File: src/dpg_gpio_map.svh
/*
  Register offsets, bit positions and reset values for the dual GPIO port.
  Assumes a 32-bit APB master and a single system clock.
*/
// How it works
// - Pin driver enable always follows the direction bit, whatever the function select.
// - Every bit of both ports has its own full set of control bits.
// - Port one bit 0 in module mode drives low, feeds timer external clock.
// - Port one bits 1-3 output timer channels 0-2, feed capture A inputs.
// - Port one bit 4 outputs sub-main clock, bits 5-7 timer channels 0-2.
// - Port two bit 0 in module mode outputs the auxiliary clock.
// - Port two bit 1 in module mode drives low, feeds timer alternate clock.
// - Port two bit 2 outputs comparator result, feeds capture 0 B input.
// - Port two bits 3 and 4 output timer channels 1 and 2.
// - Port two bit 5 in module mode drives low.
// - Port two bits 6-7 have no pin but keep all their register bits.
// - Port two flags 6-7 change only by software and raise interrupts.
`ifndef DPG_GPIO_MAP_SVH
`define DPG_GPIO_MAP_SVH
// Word fields within a port block (paddr[4:2])
`define DPG_REG_IN   3'h0
`define DPG_REG_OUT  3'h1
`define DPG_REG_DIR  3'h2
`define DPG_REG_IFG  3'h3
`define DPG_REG_IES  3'h4
`define DPG_REG_IE   3'h5
`define DPG_REG_SEL  3'h6
`define DPG_REG_SET  3'h7
// Address decode
`define DPG_ADDR_HI  6'h00
`define DPG_ADDR_LO  2'h0
`define DPG_PORT_BIT 5
`define DPG_RST8     8'h00
`define DPG_P2_PINS  8'h3f
`define DPG_P1       0
`define DPG_P2       1
// Port one module bits
`define DPG_P1_TCLK  0
`define DPG_P1_CAP0  1
`define DPG_P1_CAP1  2
`define DPG_P1_CAP2  3
`define DPG_P1_SUBMAIN_SYSTEM_CLOCK 4
`define DPG_P1_T0    5
`define DPG_P1_T1    6
`define DPG_P1_T2    7
// Port two module bits
`define DPG_P2_ACLK  0
`define DPG_P2_ALT   1
`define DPG_P2_COMP  2
`define DPG_P2_T1    3
`define DPG_P2_T2    4
`define DPG_P2_LOW   5
`define DPG_P2_SW    7:6
`endif

File: src/dpg_pkg.sv
/*
  Shared types for the dual GPIO port.
  Assumes dpg_gpio_map.svh supplies the constants.
*/
package dpg_pkg;
  typedef logic [7:0]  dpg_byte_type;
  typedef logic [11:0] dpg_addr_type;
endpackage : dpg_pkg

File: src/dpg_ports.sv
/*
  Two 8-bit GPIO ports with function select, edge interrupts and APB access.
  Assumes pins are asynchronous; module signals share clk_in.
*/
// Decided for this implementation: the APB interface to the registers and the register addresses.
`include "dpg_gpio_map.svh"

module dpg_ports (
  // Clock, reset, enable
  input  wire logic        clk_in,
  input  wire logic        rst_in,
  input  wire logic        ce_in,
  // APB slave
  input  wire logic        psel_in,
  input  wire logic        penable_in,
  input  wire logic        pwrite_in,
  input  wire logic [11:0] paddr_in,
  input  wire logic [31:0] pwdata_in,
  output logic      [31:0] prdata_out,
  output logic             pready_out,
  output logic             pslverr_out,
  // Port one pins
  input  wire logic [7:0]  port_one_pad_in,
  output logic      [7:0]  port_one_pad_out,
  output logic      [7:0]  port_one_pad_oe_out,
  // Port two pins
  input  wire logic [5:0]  port_two_pad_in,
  output logic      [5:0]  port_two_pad_out,
  output logic      [5:0]  port_two_pad_oe_out,
  // Module signals to pins
  input  wire logic        timer_channel0_output_in,
  input  wire logic        timer_channel1_output_in,
  input  wire logic        timer_channel2_output_in,
  input  wire logic        submain_system_clock_in,
  input  wire logic        auxiliary_clock_in,
  input  wire logic        comparator_result_out_in,
  // Pins to modules
  output logic             timer_external_clock_in_out,
  output logic             timer_alternate_clock_in_out,
  output logic             capture0_input_a_out,
  output logic             capture1_input_a_out,
  output logic             capture2_input_a_out,
  output logic             capture0_input_b_out,
  // Interrupt
  output logic             irq_out
);

  dpg_pkg::dpg_byte_type sel_q [2];
  dpg_pkg::dpg_byte_type sel_d [2];
  dpg_pkg::dpg_byte_type dir_q [2];
  dpg_pkg::dpg_byte_type dir_d [2];
  dpg_pkg::dpg_byte_type out_q [2];
  dpg_pkg::dpg_byte_type out_d [2];
  dpg_pkg::dpg_byte_type ie_q  [2];
  dpg_pkg::dpg_byte_type ie_d  [2];
  dpg_pkg::dpg_byte_type ies_q [2];
  dpg_pkg::dpg_byte_type ies_d [2];
  dpg_pkg::dpg_byte_type ifg_q [2];
  dpg_pkg::dpg_byte_type ifg_d [2];
  dpg_pkg::dpg_byte_type s1_q  [2];
  dpg_pkg::dpg_byte_type s2_q  [2];
  dpg_pkg::dpg_byte_type prv_q [2];
  dpg_pkg::dpg_byte_type pin_v [2];
  dpg_pkg::dpg_byte_type ev    [2];
  dpg_pkg::dpg_byte_type mod_v [2];
  dpg_pkg::dpg_byte_type wd;
  logic        hit;
  logic        wr_en;
  logic        wport;
  logic [2:0]  field;
  logic        pready_d;
  logic        pslverr_d;
  logic [31:0] prdata_d;
  logic [7:0]  p1_pad_d;
  logic [5:0]  p2_pad_d;
  logic [5:0]  tap_d;
  logic        irq_d;

  function automatic logic dpg_decode(input dpg_pkg::dpg_addr_type a);
    return (a[11:6] == `DPG_ADDR_HI) && (a[1:0] == `DPG_ADDR_LO);
  endfunction : dpg_decode

  // Pin synchronisers and edge history
  assign pin_v[`DPG_P1] = port_one_pad_in;
  assign pin_v[`DPG_P2] = {2'h0, port_two_pad_in};

  always_ff @(posedge clk_in or posedge rst_in) begin
    if (rst_in) begin
      for (int p = 0; p < 2; p++) begin
        s1_q[p]  <= `DPG_RST8;
        s2_q[p]  <= `DPG_RST8;
        prv_q[p] <= `DPG_RST8;
      end
    end else if (ce_in) begin
      for (int p = 0; p < 2; p++) begin
        s1_q[p]  <= pin_v[p];
        s2_q[p]  <= s1_q[p];
        prv_q[p] <= s2_q[p];
      end
    end
  end

  // Edge events per port
  genvar g;
  generate
    for (g = 0; g < 2; g++) begin : g_edge
      dpg_pkg::dpg_byte_type pins;
      assign pins = (g == `DPG_P2) ? `DPG_P2_PINS : 8'hff;
      assign ev[g] = pins & ((ies_q[g] & prv_q[g] & ~s2_q[g]) |
                             (~ies_q[g] & s2_q[g] & ~prv_q[g]));
    end
  endgenerate

  // APB decode
  assign hit   = dpg_decode(paddr_in);
  assign field = paddr_in[4:2];
  assign wport = paddr_in[`DPG_PORT_BIT];
  assign wd    = pwdata_in[7:0];
  assign wr_en = psel_in && penable_in && pready_out && pwrite_in && hit;

  always_comb begin
    pready_d  = psel_in && penable_in && !pready_out;
    pslverr_d = pready_d && !hit;
    prdata_d  = 32'h0;
    if (pready_d && hit && !pwrite_in) begin
      unique case (field)
        `DPG_REG_IN:  prdata_d[7:0] = wport ? (s2_q[`DPG_P2] & `DPG_P2_PINS)
                                            : s2_q[`DPG_P1];
        `DPG_REG_OUT: prdata_d[7:0] = out_q[wport];
        `DPG_REG_DIR: prdata_d[7:0] = dir_q[wport];
        `DPG_REG_IFG: prdata_d[7:0] = ifg_q[wport];
        `DPG_REG_IES: prdata_d[7:0] = ies_q[wport];
        `DPG_REG_IE:  prdata_d[7:0] = ie_q[wport];
        `DPG_REG_SEL: prdata_d[7:0] = sel_q[wport];
        `DPG_REG_SET: prdata_d[7:0] = `DPG_RST8;
      endcase
    end
  end

  // Control registers, per-bit for both ports
  always_comb begin
    for (int p = 0; p < 2; p++) begin
      sel_d[p] = sel_q[p];
      dir_d[p] = dir_q[p];
      out_d[p] = out_q[p];
      ie_d[p]  = ie_q[p];
      ies_d[p] = ies_q[p];
      ifg_d[p] = ifg_q[p];
      if (wr_en && (wport == p[0])) begin
        unique case (field)
          `DPG_REG_IN:  ;
          `DPG_REG_OUT: out_d[p] = wd;
          `DPG_REG_DIR: dir_d[p] = wd;
          `DPG_REG_IFG: ifg_d[p] = ifg_q[p] & ~wd;
          `DPG_REG_IES: ies_d[p] = wd;
          `DPG_REG_IE:  ie_d[p]  = wd;
          `DPG_REG_SEL: sel_d[p] = wd;
          `DPG_REG_SET: ifg_d[p] = ifg_q[p] | wd;
        endcase
      end
      ifg_d[p] = ifg_d[p] | ev[p];
    end
  end

  always_ff @(posedge clk_in or posedge rst_in) begin
    if (rst_in) begin
      for (int p = 0; p < 2; p++) begin
        sel_q[p] <= `DPG_RST8;
        dir_q[p] <= `DPG_RST8;
        out_q[p] <= `DPG_RST8;
        ie_q[p]  <= `DPG_RST8;
        ies_q[p] <= `DPG_RST8;
        ifg_q[p] <= `DPG_RST8;
      end
    end else if (ce_in) begin
      for (int p = 0; p < 2; p++) begin
        sel_q[p] <= sel_d[p];
        dir_q[p] <= dir_d[p];
        out_q[p] <= out_d[p];
        ie_q[p]  <= ie_d[p];
        ies_q[p] <= ies_d[p];
        ifg_q[p] <= ifg_d[p];
      end
    end
  end

  // Module output values per bit
  always_comb begin
    mod_v[`DPG_P1] = `DPG_RST8;
    mod_v[`DPG_P2] = `DPG_RST8;
    mod_v[`DPG_P1][`DPG_P1_TCLK]  = 1'b0;
    mod_v[`DPG_P1][`DPG_P1_CAP0]  = timer_channel0_output_in;
    mod_v[`DPG_P1][`DPG_P1_CAP1]  = timer_channel1_output_in;
    mod_v[`DPG_P1][`DPG_P1_CAP2]  = timer_channel2_output_in;
    mod_v[`DPG_P1][`DPG_P1_SUBMAIN_SYSTEM_CLOCK] = submain_system_clock_in;
    mod_v[`DPG_P1][`DPG_P1_T0]    = timer_channel0_output_in;
    mod_v[`DPG_P1][`DPG_P1_T1]    = timer_channel1_output_in;
    mod_v[`DPG_P1][`DPG_P1_T2]    = timer_channel2_output_in;
    mod_v[`DPG_P2][`DPG_P2_ACLK]  = auxiliary_clock_in;
    mod_v[`DPG_P2][`DPG_P2_ALT]   = 1'b0;
    mod_v[`DPG_P2][`DPG_P2_COMP]  = comparator_result_out_in;
    mod_v[`DPG_P2][`DPG_P2_T1]    = timer_channel1_output_in;
    mod_v[`DPG_P2][`DPG_P2_T2]    = timer_channel2_output_in;
    p1_pad_d = (sel_q[`DPG_P1] & mod_v[`DPG_P1]) | (~sel_q[`DPG_P1] & out_q[`DPG_P1]);
    p2_pad_d = 6'((sel_q[`DPG_P2] & mod_v[`DPG_P2]) |
                  (~sel_q[`DPG_P2] & out_q[`DPG_P2]));
    tap_d[0] = sel_q[`DPG_P1][`DPG_P1_TCLK] & s2_q[`DPG_P1][`DPG_P1_TCLK];
    tap_d[1] = sel_q[`DPG_P2][`DPG_P2_ALT]  & s2_q[`DPG_P2][`DPG_P2_ALT];
    tap_d[2] = sel_q[`DPG_P1][`DPG_P1_CAP0] & s2_q[`DPG_P1][`DPG_P1_CAP0];
    tap_d[3] = sel_q[`DPG_P1][`DPG_P1_CAP1] & s2_q[`DPG_P1][`DPG_P1_CAP1];
    tap_d[4] = sel_q[`DPG_P1][`DPG_P1_CAP2] & s2_q[`DPG_P1][`DPG_P1_CAP2];
    tap_d[5] = sel_q[`DPG_P2][`DPG_P2_COMP] & s2_q[`DPG_P2][`DPG_P2_COMP];
    irq_d = |((ifg_q[`DPG_P1] & ie_q[`DPG_P1]) | (ifg_q[`DPG_P2] & ie_q[`DPG_P2]));
  end

  // Registered outputs
  always_ff @(posedge clk_in or posedge rst_in) begin
    if (rst_in) begin
      prdata_out                   <= 32'h0;
      pready_out                   <= 1'b0;
      pslverr_out                  <= 1'b0;
      port_one_pad_out             <= `DPG_RST8;
      port_one_pad_oe_out          <= `DPG_RST8;
      port_two_pad_out             <= 6'h0;
      port_two_pad_oe_out          <= 6'h0;
      timer_external_clock_in_out  <= 1'b0;
      timer_alternate_clock_in_out <= 1'b0;
      capture0_input_a_out         <= 1'b0;
      capture1_input_a_out         <= 1'b0;
      capture2_input_a_out         <= 1'b0;
      capture0_input_b_out         <= 1'b0;
      irq_out                      <= 1'b0;
    end else if (ce_in) begin
      prdata_out                   <= prdata_d;
      pready_out                   <= pready_d;
      pslverr_out                  <= pslverr_d;
      port_one_pad_out             <= p1_pad_d;
      port_one_pad_oe_out          <= dir_q[`DPG_P1];
      port_two_pad_out             <= p2_pad_d;
      port_two_pad_oe_out          <= dir_q[`DPG_P2][5:0];
      timer_external_clock_in_out  <= tap_d[0];
      timer_alternate_clock_in_out <= tap_d[1];
      capture0_input_a_out         <= tap_d[2];
      capture1_input_a_out         <= tap_d[3];
      capture2_input_a_out         <= tap_d[4];
      capture0_input_b_out         <= tap_d[5];
      irq_out                      <= irq_d;
    end
  end

  // Checks
  a_oe_follows_dir: assert property (@(posedge clk_in) disable iff (rst_in)
    $past(ce_in) && ce_in |=> port_one_pad_oe_out == $past(dir_q[`DPG_P1]))
    else $error("pad enable differs from direction");

  a_tclk_pin_low: assert property (@(posedge clk_in) disable iff (rst_in)
    ce_in && sel_q[`DPG_P1][`DPG_P1_TCLK] |=>
      !port_one_pad_out[`DPG_P1_TCLK] &&
      timer_external_clock_in_out == $past(s2_q[`DPG_P1][`DPG_P1_TCLK]))
    else $error("external clock pin misrouted");

  a_cap_a_route: assert property (@(posedge clk_in) disable iff (rst_in)
    ce_in && sel_q[`DPG_P1][`DPG_P1_CAP1] |=>
      port_one_pad_out[`DPG_P1_CAP1] == $past(timer_channel1_output_in) &&
      capture1_input_a_out == $past(s2_q[`DPG_P1][`DPG_P1_CAP1]))
    else $error("capture A pin misrouted");

  a_submain_system_clock_out: assert property (@(posedge clk_in) disable iff (rst_in)
    ce_in && sel_q[`DPG_P1][`DPG_P1_SUBMAIN_SYSTEM_CLOCK] |=>
      port_one_pad_out[`DPG_P1_SUBMAIN_SYSTEM_CLOCK] == $past(submain_system_clock_in))
    else $error("sub-main clock not on pin");

  a_aclk_out: assert property (@(posedge clk_in) disable iff (rst_in)
    ce_in && sel_q[`DPG_P2][`DPG_P2_ACLK] |=>
      port_two_pad_out[`DPG_P2_ACLK] == $past(auxiliary_clock_in))
    else $error("auxiliary clock not on pin");

  a_alt_clk_route: assert property (@(posedge clk_in) disable iff (rst_in)
    ce_in && sel_q[`DPG_P2][`DPG_P2_ALT] |=>
      !port_two_pad_out[`DPG_P2_ALT] &&
      timer_alternate_clock_in_out == $past(s2_q[`DPG_P2][`DPG_P2_ALT]))
    else $error("alternate clock pin misrouted");

  a_comp_cap_b: assert property (@(posedge clk_in) disable iff (rst_in)
    ce_in && sel_q[`DPG_P2][`DPG_P2_COMP] |=>
      port_two_pad_out[`DPG_P2_COMP] == $past(comparator_result_out_in) &&
      capture0_input_b_out == $past(s2_q[`DPG_P2][`DPG_P2_COMP]))
    else $error("comparator pin misrouted");

  a_p2_timer_low: assert property (@(posedge clk_in) disable iff (rst_in)
    ce_in && sel_q[`DPG_P2][`DPG_P2_T2] && sel_q[`DPG_P2][`DPG_P2_LOW] |=>
      port_two_pad_out[`DPG_P2_T2] == $past(timer_channel2_output_in) &&
      !port_two_pad_out[`DPG_P2_LOW])
    else $error("port two module output wrong");

  a_sw_flag_only: assert property (@(posedge clk_in) disable iff (rst_in)
    !wr_en |=> ifg_q[`DPG_P2][`DPG_P2_SW] == $past(ifg_q[`DPG_P2][`DPG_P2_SW]))
    else $error("software flag changed without a write");

  a_edge_sets_flag: assert property (@(posedge clk_in) disable iff (rst_in)
    ce_in && (ev[`DPG_P1] != `DPG_RST8) |=>
      (ifg_q[`DPG_P1] & $past(ev[`DPG_P1])) == $past(ev[`DPG_P1]))
    else $error("edge did not set flag");

  a_irq_level: assert property (@(posedge clk_in) disable iff (rst_in)
    ce_in |=> irq_out == $past(|((ifg_q[`DPG_P1] & ie_q[`DPG_P1]) |
                                 (ifg_q[`DPG_P2] & ie_q[`DPG_P2]))))
    else $error("interrupt level differs from flags");

endmodule : dpg_ports

File: config.mk
export PLATFORM = sky130hd
export DESIGN_NAME = dpg_ports
export DESIGN_NICKNAME = d
export VERILOG_FILES = /design/src/dpg_pkg.sv /design/src/dpg_ports.sv
export VERILOG_INCLUDE_DIRS = /design/src
export SDC_FILE = /design/constraint.sdc
export NUM_CORES = 1
export LEC_CHECK = 0
export ABC_CLOCK_PERIOD_IN_PS = 8400
export BUFFER_PORTS_ARGS = -buffer_cell sky130_fd_sc_hd__buf_4
export CAP_MARGIN = 20
export CORE_ASPECT_RATIO = 1.1
export CORE_UTILIZATION = 50
export DETAILED_ROUTE_END_ITERATION = 10
export GPL_TIMING_DRIVEN = 0
export HOLD_SLACK_MARGIN = 0.05
export PLACE_DENSITY = 0.73
export SYNTH_ARGS = -nofsm -noshare
export SYNTH_HDL_FRONTEND = slang
export SYNTH_SLANG_ARGS = --single-unit
File: constraint.sdc
create_clock -name clk_in -period 8.4 [get_ports clk_in]
set_clock_uncertainty 0.15 [all_clocks]
set_input_delay 1.26 -clock clk_in [delete_from_list [all_inputs] [get_ports clk_in]]
set_output_delay 1.26 -clock clk_in [all_outputs]
set_load 0.03 [all_outputs]
==> results by group, run 1 <==
Floorplan
  • Core Footprint: 17,100 µm²
  • Die X: 129 µm
  • Initial Util: 0.516
  • Die H: 141 µm
  • Num rows: 50
  • Total die area: 18,200 µm²
  • Io pins: 139

Synth
  • Area contributors post-synth: dfrtp_1, mux2_2, mux2i_1
  • Post-Synthesis Cell Area: about 8800 µm²
  • Sequential element share of the synthesized area: 0.518
  • Largest area contributor in the netlist: dfrtp_1
  • Syn. warnings: 0
  • Gate Count Post-Synth: 744
  • Synth cell types: 51
  • Synth top area share: 0.518
  • Synth Register Bits: about 180
  • Synth Area per Inst: 11.9 µm²

Route
  • Iteration-0 DRC Markers: 506
  • Vias: 6,501
  • Post-Route WL: around 26,000 µm
  • WL/cell: 22.8 µm
  • Drt pass-1 iters: 5
  • Vias per cell: between 5 and 6
  • # DRC: 0
  • Antenna-violating nets left: 0

Timing
  • Setup violators final: 0
  • Slew HR: 0.322
  • Fin. max-slew vios: 0
  • Max Clk Rate: between 0.2 and 0.3 GHz
  • Final cycle utilization of the critical path: 0.434
  • Worst-margin pin slew: around 1000 ps
  • Hold Fails Final Rpt: 0
  • RSZ-0062 raised after global routing: no
  • Worst Slack Setup Final: 4750 ps
  • Final min period: 3650 ps
  • WHS: around 360 ps

Global route
  • Grt ovf: 0
  • Largest net degree at the start of global routing: 105
  • First-pass GRT wire length: 39,200 µm
  • Antenna violations before repair: 0
  • Met2 Use GR: 0.467
  • GRT Max-Usage Layer: met2
  • Met3 usage: 0.0486
  • Vias in the first global route: 6,494
  • GR Util met1: 0.417
  • Total GRT Usage: 0.299

Cells and area
  • Synthesis-to-layout area growth: 18.6%
  • Share of cells above drive strength 1: 0.350
  • Post-Layout Cell Count: 1,122
  • Post-route cell area: 10,500 µm²
  • # diodes: 0
  • Final #Nets: approximately 950

Placed design
  • Dpl ws: 4300 ps
  • DP Area: 9920 µm²
  • IO Port Bufs: 88
  • Placed cells: 1,090
  • Gpl congestion: approximately 0.95
  • Post-DP HPWL: 18,700 µm

Clock tree
  • Maximum clock path buffer count: 2
  • Num CTS Buffers: 17
  • Worst-skew pair later-pin latency: 430 ps
  • CTS Sinks: between 150 and 200
  • Hold buffers post-CTS: 0
  • Post-CTS setup buffers: 0
  • Post-CTS Resized: 0
  • CTS tree: done
  • Root Buffer: clkbuf_16
  • Clock-pin transition on the worst setup and hold timing paths: 70 ps
  • H-Tree Depth: 4

Setup path
  • CP Launch Type: input port
  • CP Capture Type: flop
  • WS Path Type: input port to flop
  • CP arrival: 3760 ps
  • R2r setup slk: 6240 ps
  • CP max FO: 10
  • WP data required: 8510 ps

Power
  • Max VDD drop: around 130 µV
  • Lkg Pwr: 4.76 nW
  • PD cells: 184 nW/µm²
  • Total power draw: around 1.9 mW

Hold path
  • Worst hold-check path type: flop to flop

Job
  • Max Cap Viol: 0

Outcome
  • Run status: complete, no violations
routing by layer:
| layer | wire [µm] | part of all wire |
|---|---|---|
| met1 | 11100 | 0.43 |
| met2 | 12000 | 0.47 |
| met3 | 1650 | 0.064 |
| met5 | 0 | 0 |
| met4 | 807 | 0.031 |
cells by family after synthesis:
group / share of synthesized area
AND/OR/NAND/NOR: 0.110
other: 0.000424
buffers and inverters: 0.0551
flip-flops: 0.518
AO/OA/AOI/OAI: 0.0793
multiplexers: 0.237
final timing paths:
path	from	endpoint	cells past startpoint
setup / recovery	ce_in	prdata_out[7]	5
hold / removal	s1_q[11]	s2_q[11]	1
max in group asynchronous	rst_in	ifg_q[3]	3
min in group asynchronous	rst_in	capture2_input_a_out	2
setup reg to reg	ies_q[4]	prdata_out[4]	4
hold reg to reg	s1_q[11]	s2_q[11]	1
cell usage in the layout, fill, tap and decap left out, drive strengths merged, types with 9 or more instances in the layout:
cell type  count
conb          24
inv           27
dfrtp        183
clkbuf        53
o21ai         37
a211oi         9
nor3b         14
a21oi         14
nand3         34
mux2         138
o22ai         20
buf          129
mux2i         52
nor2          33
o32ai          9
nand2         20
state kept, by name, indices dropped and copies added (netlist names), 8 cells and up:
signal and cells:
dir_q 16, ie_q 16, ies_q 16, ifg_q 16
out_q 16, port_one_pad_oe_out 8, port_one_pad_out 8, prdata_out 8
prv_q 14, s1_q 14, s2_q 14, sel_q 16
worst max-delay path, cell delays in order:
cell      delay [ps]
clkbuf_1         330
clkbuf_1         560
clkbuf_1         770
buf_1            620
o32ai_1          200
power by group:
part / switching [mW] / leakage [nW] / internal (mW)
Combinational: 0.123 / 2.14 / 0.0839
Sequential: 0.0336 / 2.37 / 0.916
Clock: 0.354 / 0.257 / 0.420
Total: 0.511 / 4.76 / 1.42
cell usage after synthesis, drive strengths merged:
library cell / number
a211oi: 9
a21boi: 3
a21oi: 14
a221oi: 5
a22o: 3
a22oi: 2
a31oi: 6
a41oi: 1
and3: 2
and3b: 1
and4: 6
and4b: 1
buf: 40
clkbuf: 33
conb: 1
dfrtp: 183
inv: 24
mux2: 138
mux2i: 52
mux4: 1
nand2: 20
nand2b: 2
nand3: 34
nand3b: 5
nand4: 8
nand4b: 1
nor2: 33
nor2b: 8
nor3: 6
nor3b: 14
nor4: 6
nor4b: 3
o21ai: 37
o22ai: 20
o2bb2ai: 1
o32ai: 9
o41a: 1
or2: 1
or3: 2
or3b: 4
or4: 4
final cells by class:
class	count	area (µm²)
multi-input cells	487	3870
repair buffers	89	688
flip-flops and latches	183	4580
well taps	234	293
inverters	24	97.6
clock inverters	12	118
plain buffers	73	397
clock buffers	20	447
fillers	1478	6660
stage by stage:
stage | setup TNS, ps | utilization
final | 0 | 0.612
after global routing | 0 | 0.612
after CTS | 0 | 0.612
after detailed placement | 0 | 0.579
after global placement | -11230 | 0.576
after floorplan | 0 | -
Power figures use the tool's default switching activity.
==> run 2: changes to the inputs <==
Settings changed: ABC_CLOCK_PERIOD_IN_PS 8400 to 3000, PLACE_DENSITY 0.73 to 0.76.
Clock period 8.4 ns to 3 ns, I/O delays scaled along.
==> run 2 against run 1 <==
- combinational power increased to 2.9 times the previous value
- via count increased by 2.8%
- final cell count increased by 0.45%
- power increased to 2.8 times the previous value
- sequential share of layout area decreased by 0.37 points
- flip-flop and latch count unchanged
- critical path depth increased by 1
- setup slack got worse by 4600 ps
- global-route usage increased by 1.3 points
- first-iteration DRC count increased by 5.7%
- largest cell class unchanged
==> results by group, run 2 (synthesis results as in run 1) <==
Outcome
  • Run status: complete, no violations

Clock tree
  • Num CTS Buffers: 17
  • Maximum clock path buffer count: 2
  • CTS Sinks: 183
  • Clock-pin transition on the worst setup and hold timing paths: around 70 ps
  • H-Tree Depth: 4
  • Root Buffer: clkbuf_16
  • CTS tree: done
  • Worst-skew pair later-pin latency: 440 ps

Route
  • WL/cell: approximately 24 µm
  • Vias per cell: 5.93
  • # DRC: 0
  • Iteration-0 DRC Markers: ~540
  • Post-Route WL: between 20,000 and 30,000 µm
  • Vias: ~6,700
  • Antenna-violating nets left: 0
  • Drt pass-1 iters: 5

Floorplan
  • Io pins: 139
  • Die H: 141 µm
  • Die X: between 100 and 150 µm
  • Total die area: between 15,000 and 20,000 µm²
  • Core Footprint: roughly 17,000 µm²
  • Initial Util: 0.516
  • Num rows: 50

Hold path
  • Worst hold-check path type: input port to flop

Placed design
  • Gpl congestion: 0.971
  • Placed cells: 1,094
  • Post-DP HPWL: 19,400 µm
  • IO Port Bufs: 88

Cells and area
  • Most common cell after layout, fill and taps aside: dfrtp_1
  • Share of cells above drive strength 1: 0.355
  • # diodes: 0
  • Synthesis-to-layout area growth: 19.6%
  • Post-Layout Cell Count: 1,127
  • Final #Nets: 950
  • Leading cell types in the layout, fill and taps excluded: dfrtp_1, mux2_2, buf_4

Timing
  • Worst-margin pin slew: around 1100 ps
  • Fin. max-slew vios: 0
  • Setup TNS: 0 ps
  • Final cycle utilization of the critical path: 0.937
  • Setup violators final: 0
  • Max Clk Rate: roughly 0.36 GHz
  • WHS: 89.1 ps
  • Final min period: approximately 2800 ps
  • RSZ-0062 raised after global routing: no
  • Slew HR: 0.252
  • Hold Fails Final Rpt: 0

Global route
  • Grt ovf: 0
  • Largest net degree at the start of global routing: 44
  • First-pass GRT wire length: 40,600 µm
  • Antenna violations before repair: 0
  • Vias in the first global route: 6,793
  • Total GRT Usage: 0.312

Power
  • PD cells: 518 nW/µm²
  • Total power draw: roughly 5.5 mW
  • Lkg Pwr: approximately 4.8 nW
  • Max VDD drop: 404 µV

Setup path
  • CP arrival: around 2900 ps
  • CP Capture Type: flop
  • WP data required: 3130 ps
  • CP Launch Type: input port
  • CP max FO: 10
  • WS Path Type: input port to flop

Job
  • Max Cap Viol: 0
## run 2: cell type report
class,count,area (µm²)
fill,1466,6570
tap,234,293
clock inverter,12,116
multi-input combinational,487,3870
sequential,183,4580
inverter,24,93.8
buffer,73,398
clock buffer,20,457
timing repair buffer,94,771
## run 2: through the flow
step / worst slack (ps) / instance area [µm²] / util
2_1_floorplan: 49.5 / 8930 / -
3_3_place_gp: -1070 / 9880 / 0.577
3_5_place_dp: -444 / 9990 / 0.583
4_1_cts: 4.69 / 10600 / 0.617
5_1_grt: 119 / 10600 / 0.617
6_report: 188 / 10600 / 0.617
## run 2: worst paths after layout
kind,from,endpoint,slack [ps],depth (start not counted)
worst max-delay path,paddr_in[5],prdata_out[4],190,6
worst min-delay path,port_one_pad_in[0],s1_q[8],90,2
worst max register to register,sel_q[12],prdata_out[4],960,4
worst min register to register,sel_q[5],port_two_pad_out[5],320,1
max in group asynchronous,rst_in,ie_q[5],1320,6
min in group asynchronous,rst_in,s1_q[11],420,3
## run 2: where the power goes
part | internal (mW) | switching (mW) | leakage [nW]
clock | 1.20 | 1.02 | 0.271
combinational | 0.245 | 0.352 | 2.17
sequential | 2.56 | 0.0948 | 2.37
total | 4.01 | 1.47 | 4.81
## run 2: per-layer routing
| metal | GRT usage | routed length [µm] |
|---|---|---|
| met2 | 0.485 | 12300 |
| met3 | 0.0667 | 1920 |
| met1 | 0.411 | 11200 |
| met5 | 0 | 0 |
| met4 | 0.163 | 1240 |
## run 2: worst max-delay path: stages
cell and delay [ps]:
clkbuf_1 300, buf_1 740, mux2i_1 360, o22ai_1 180
nor4b_1 690, o32ai_1 200
## run 2: repair_timing
action / CTS / global route
setup buffers: 0 / 0
endpoints found under the setup margin: 0 / 10
endpoints found under the hold margin: 15 / 0
hold buffers: 1 / 0
gates resized for setup: 0 / 3
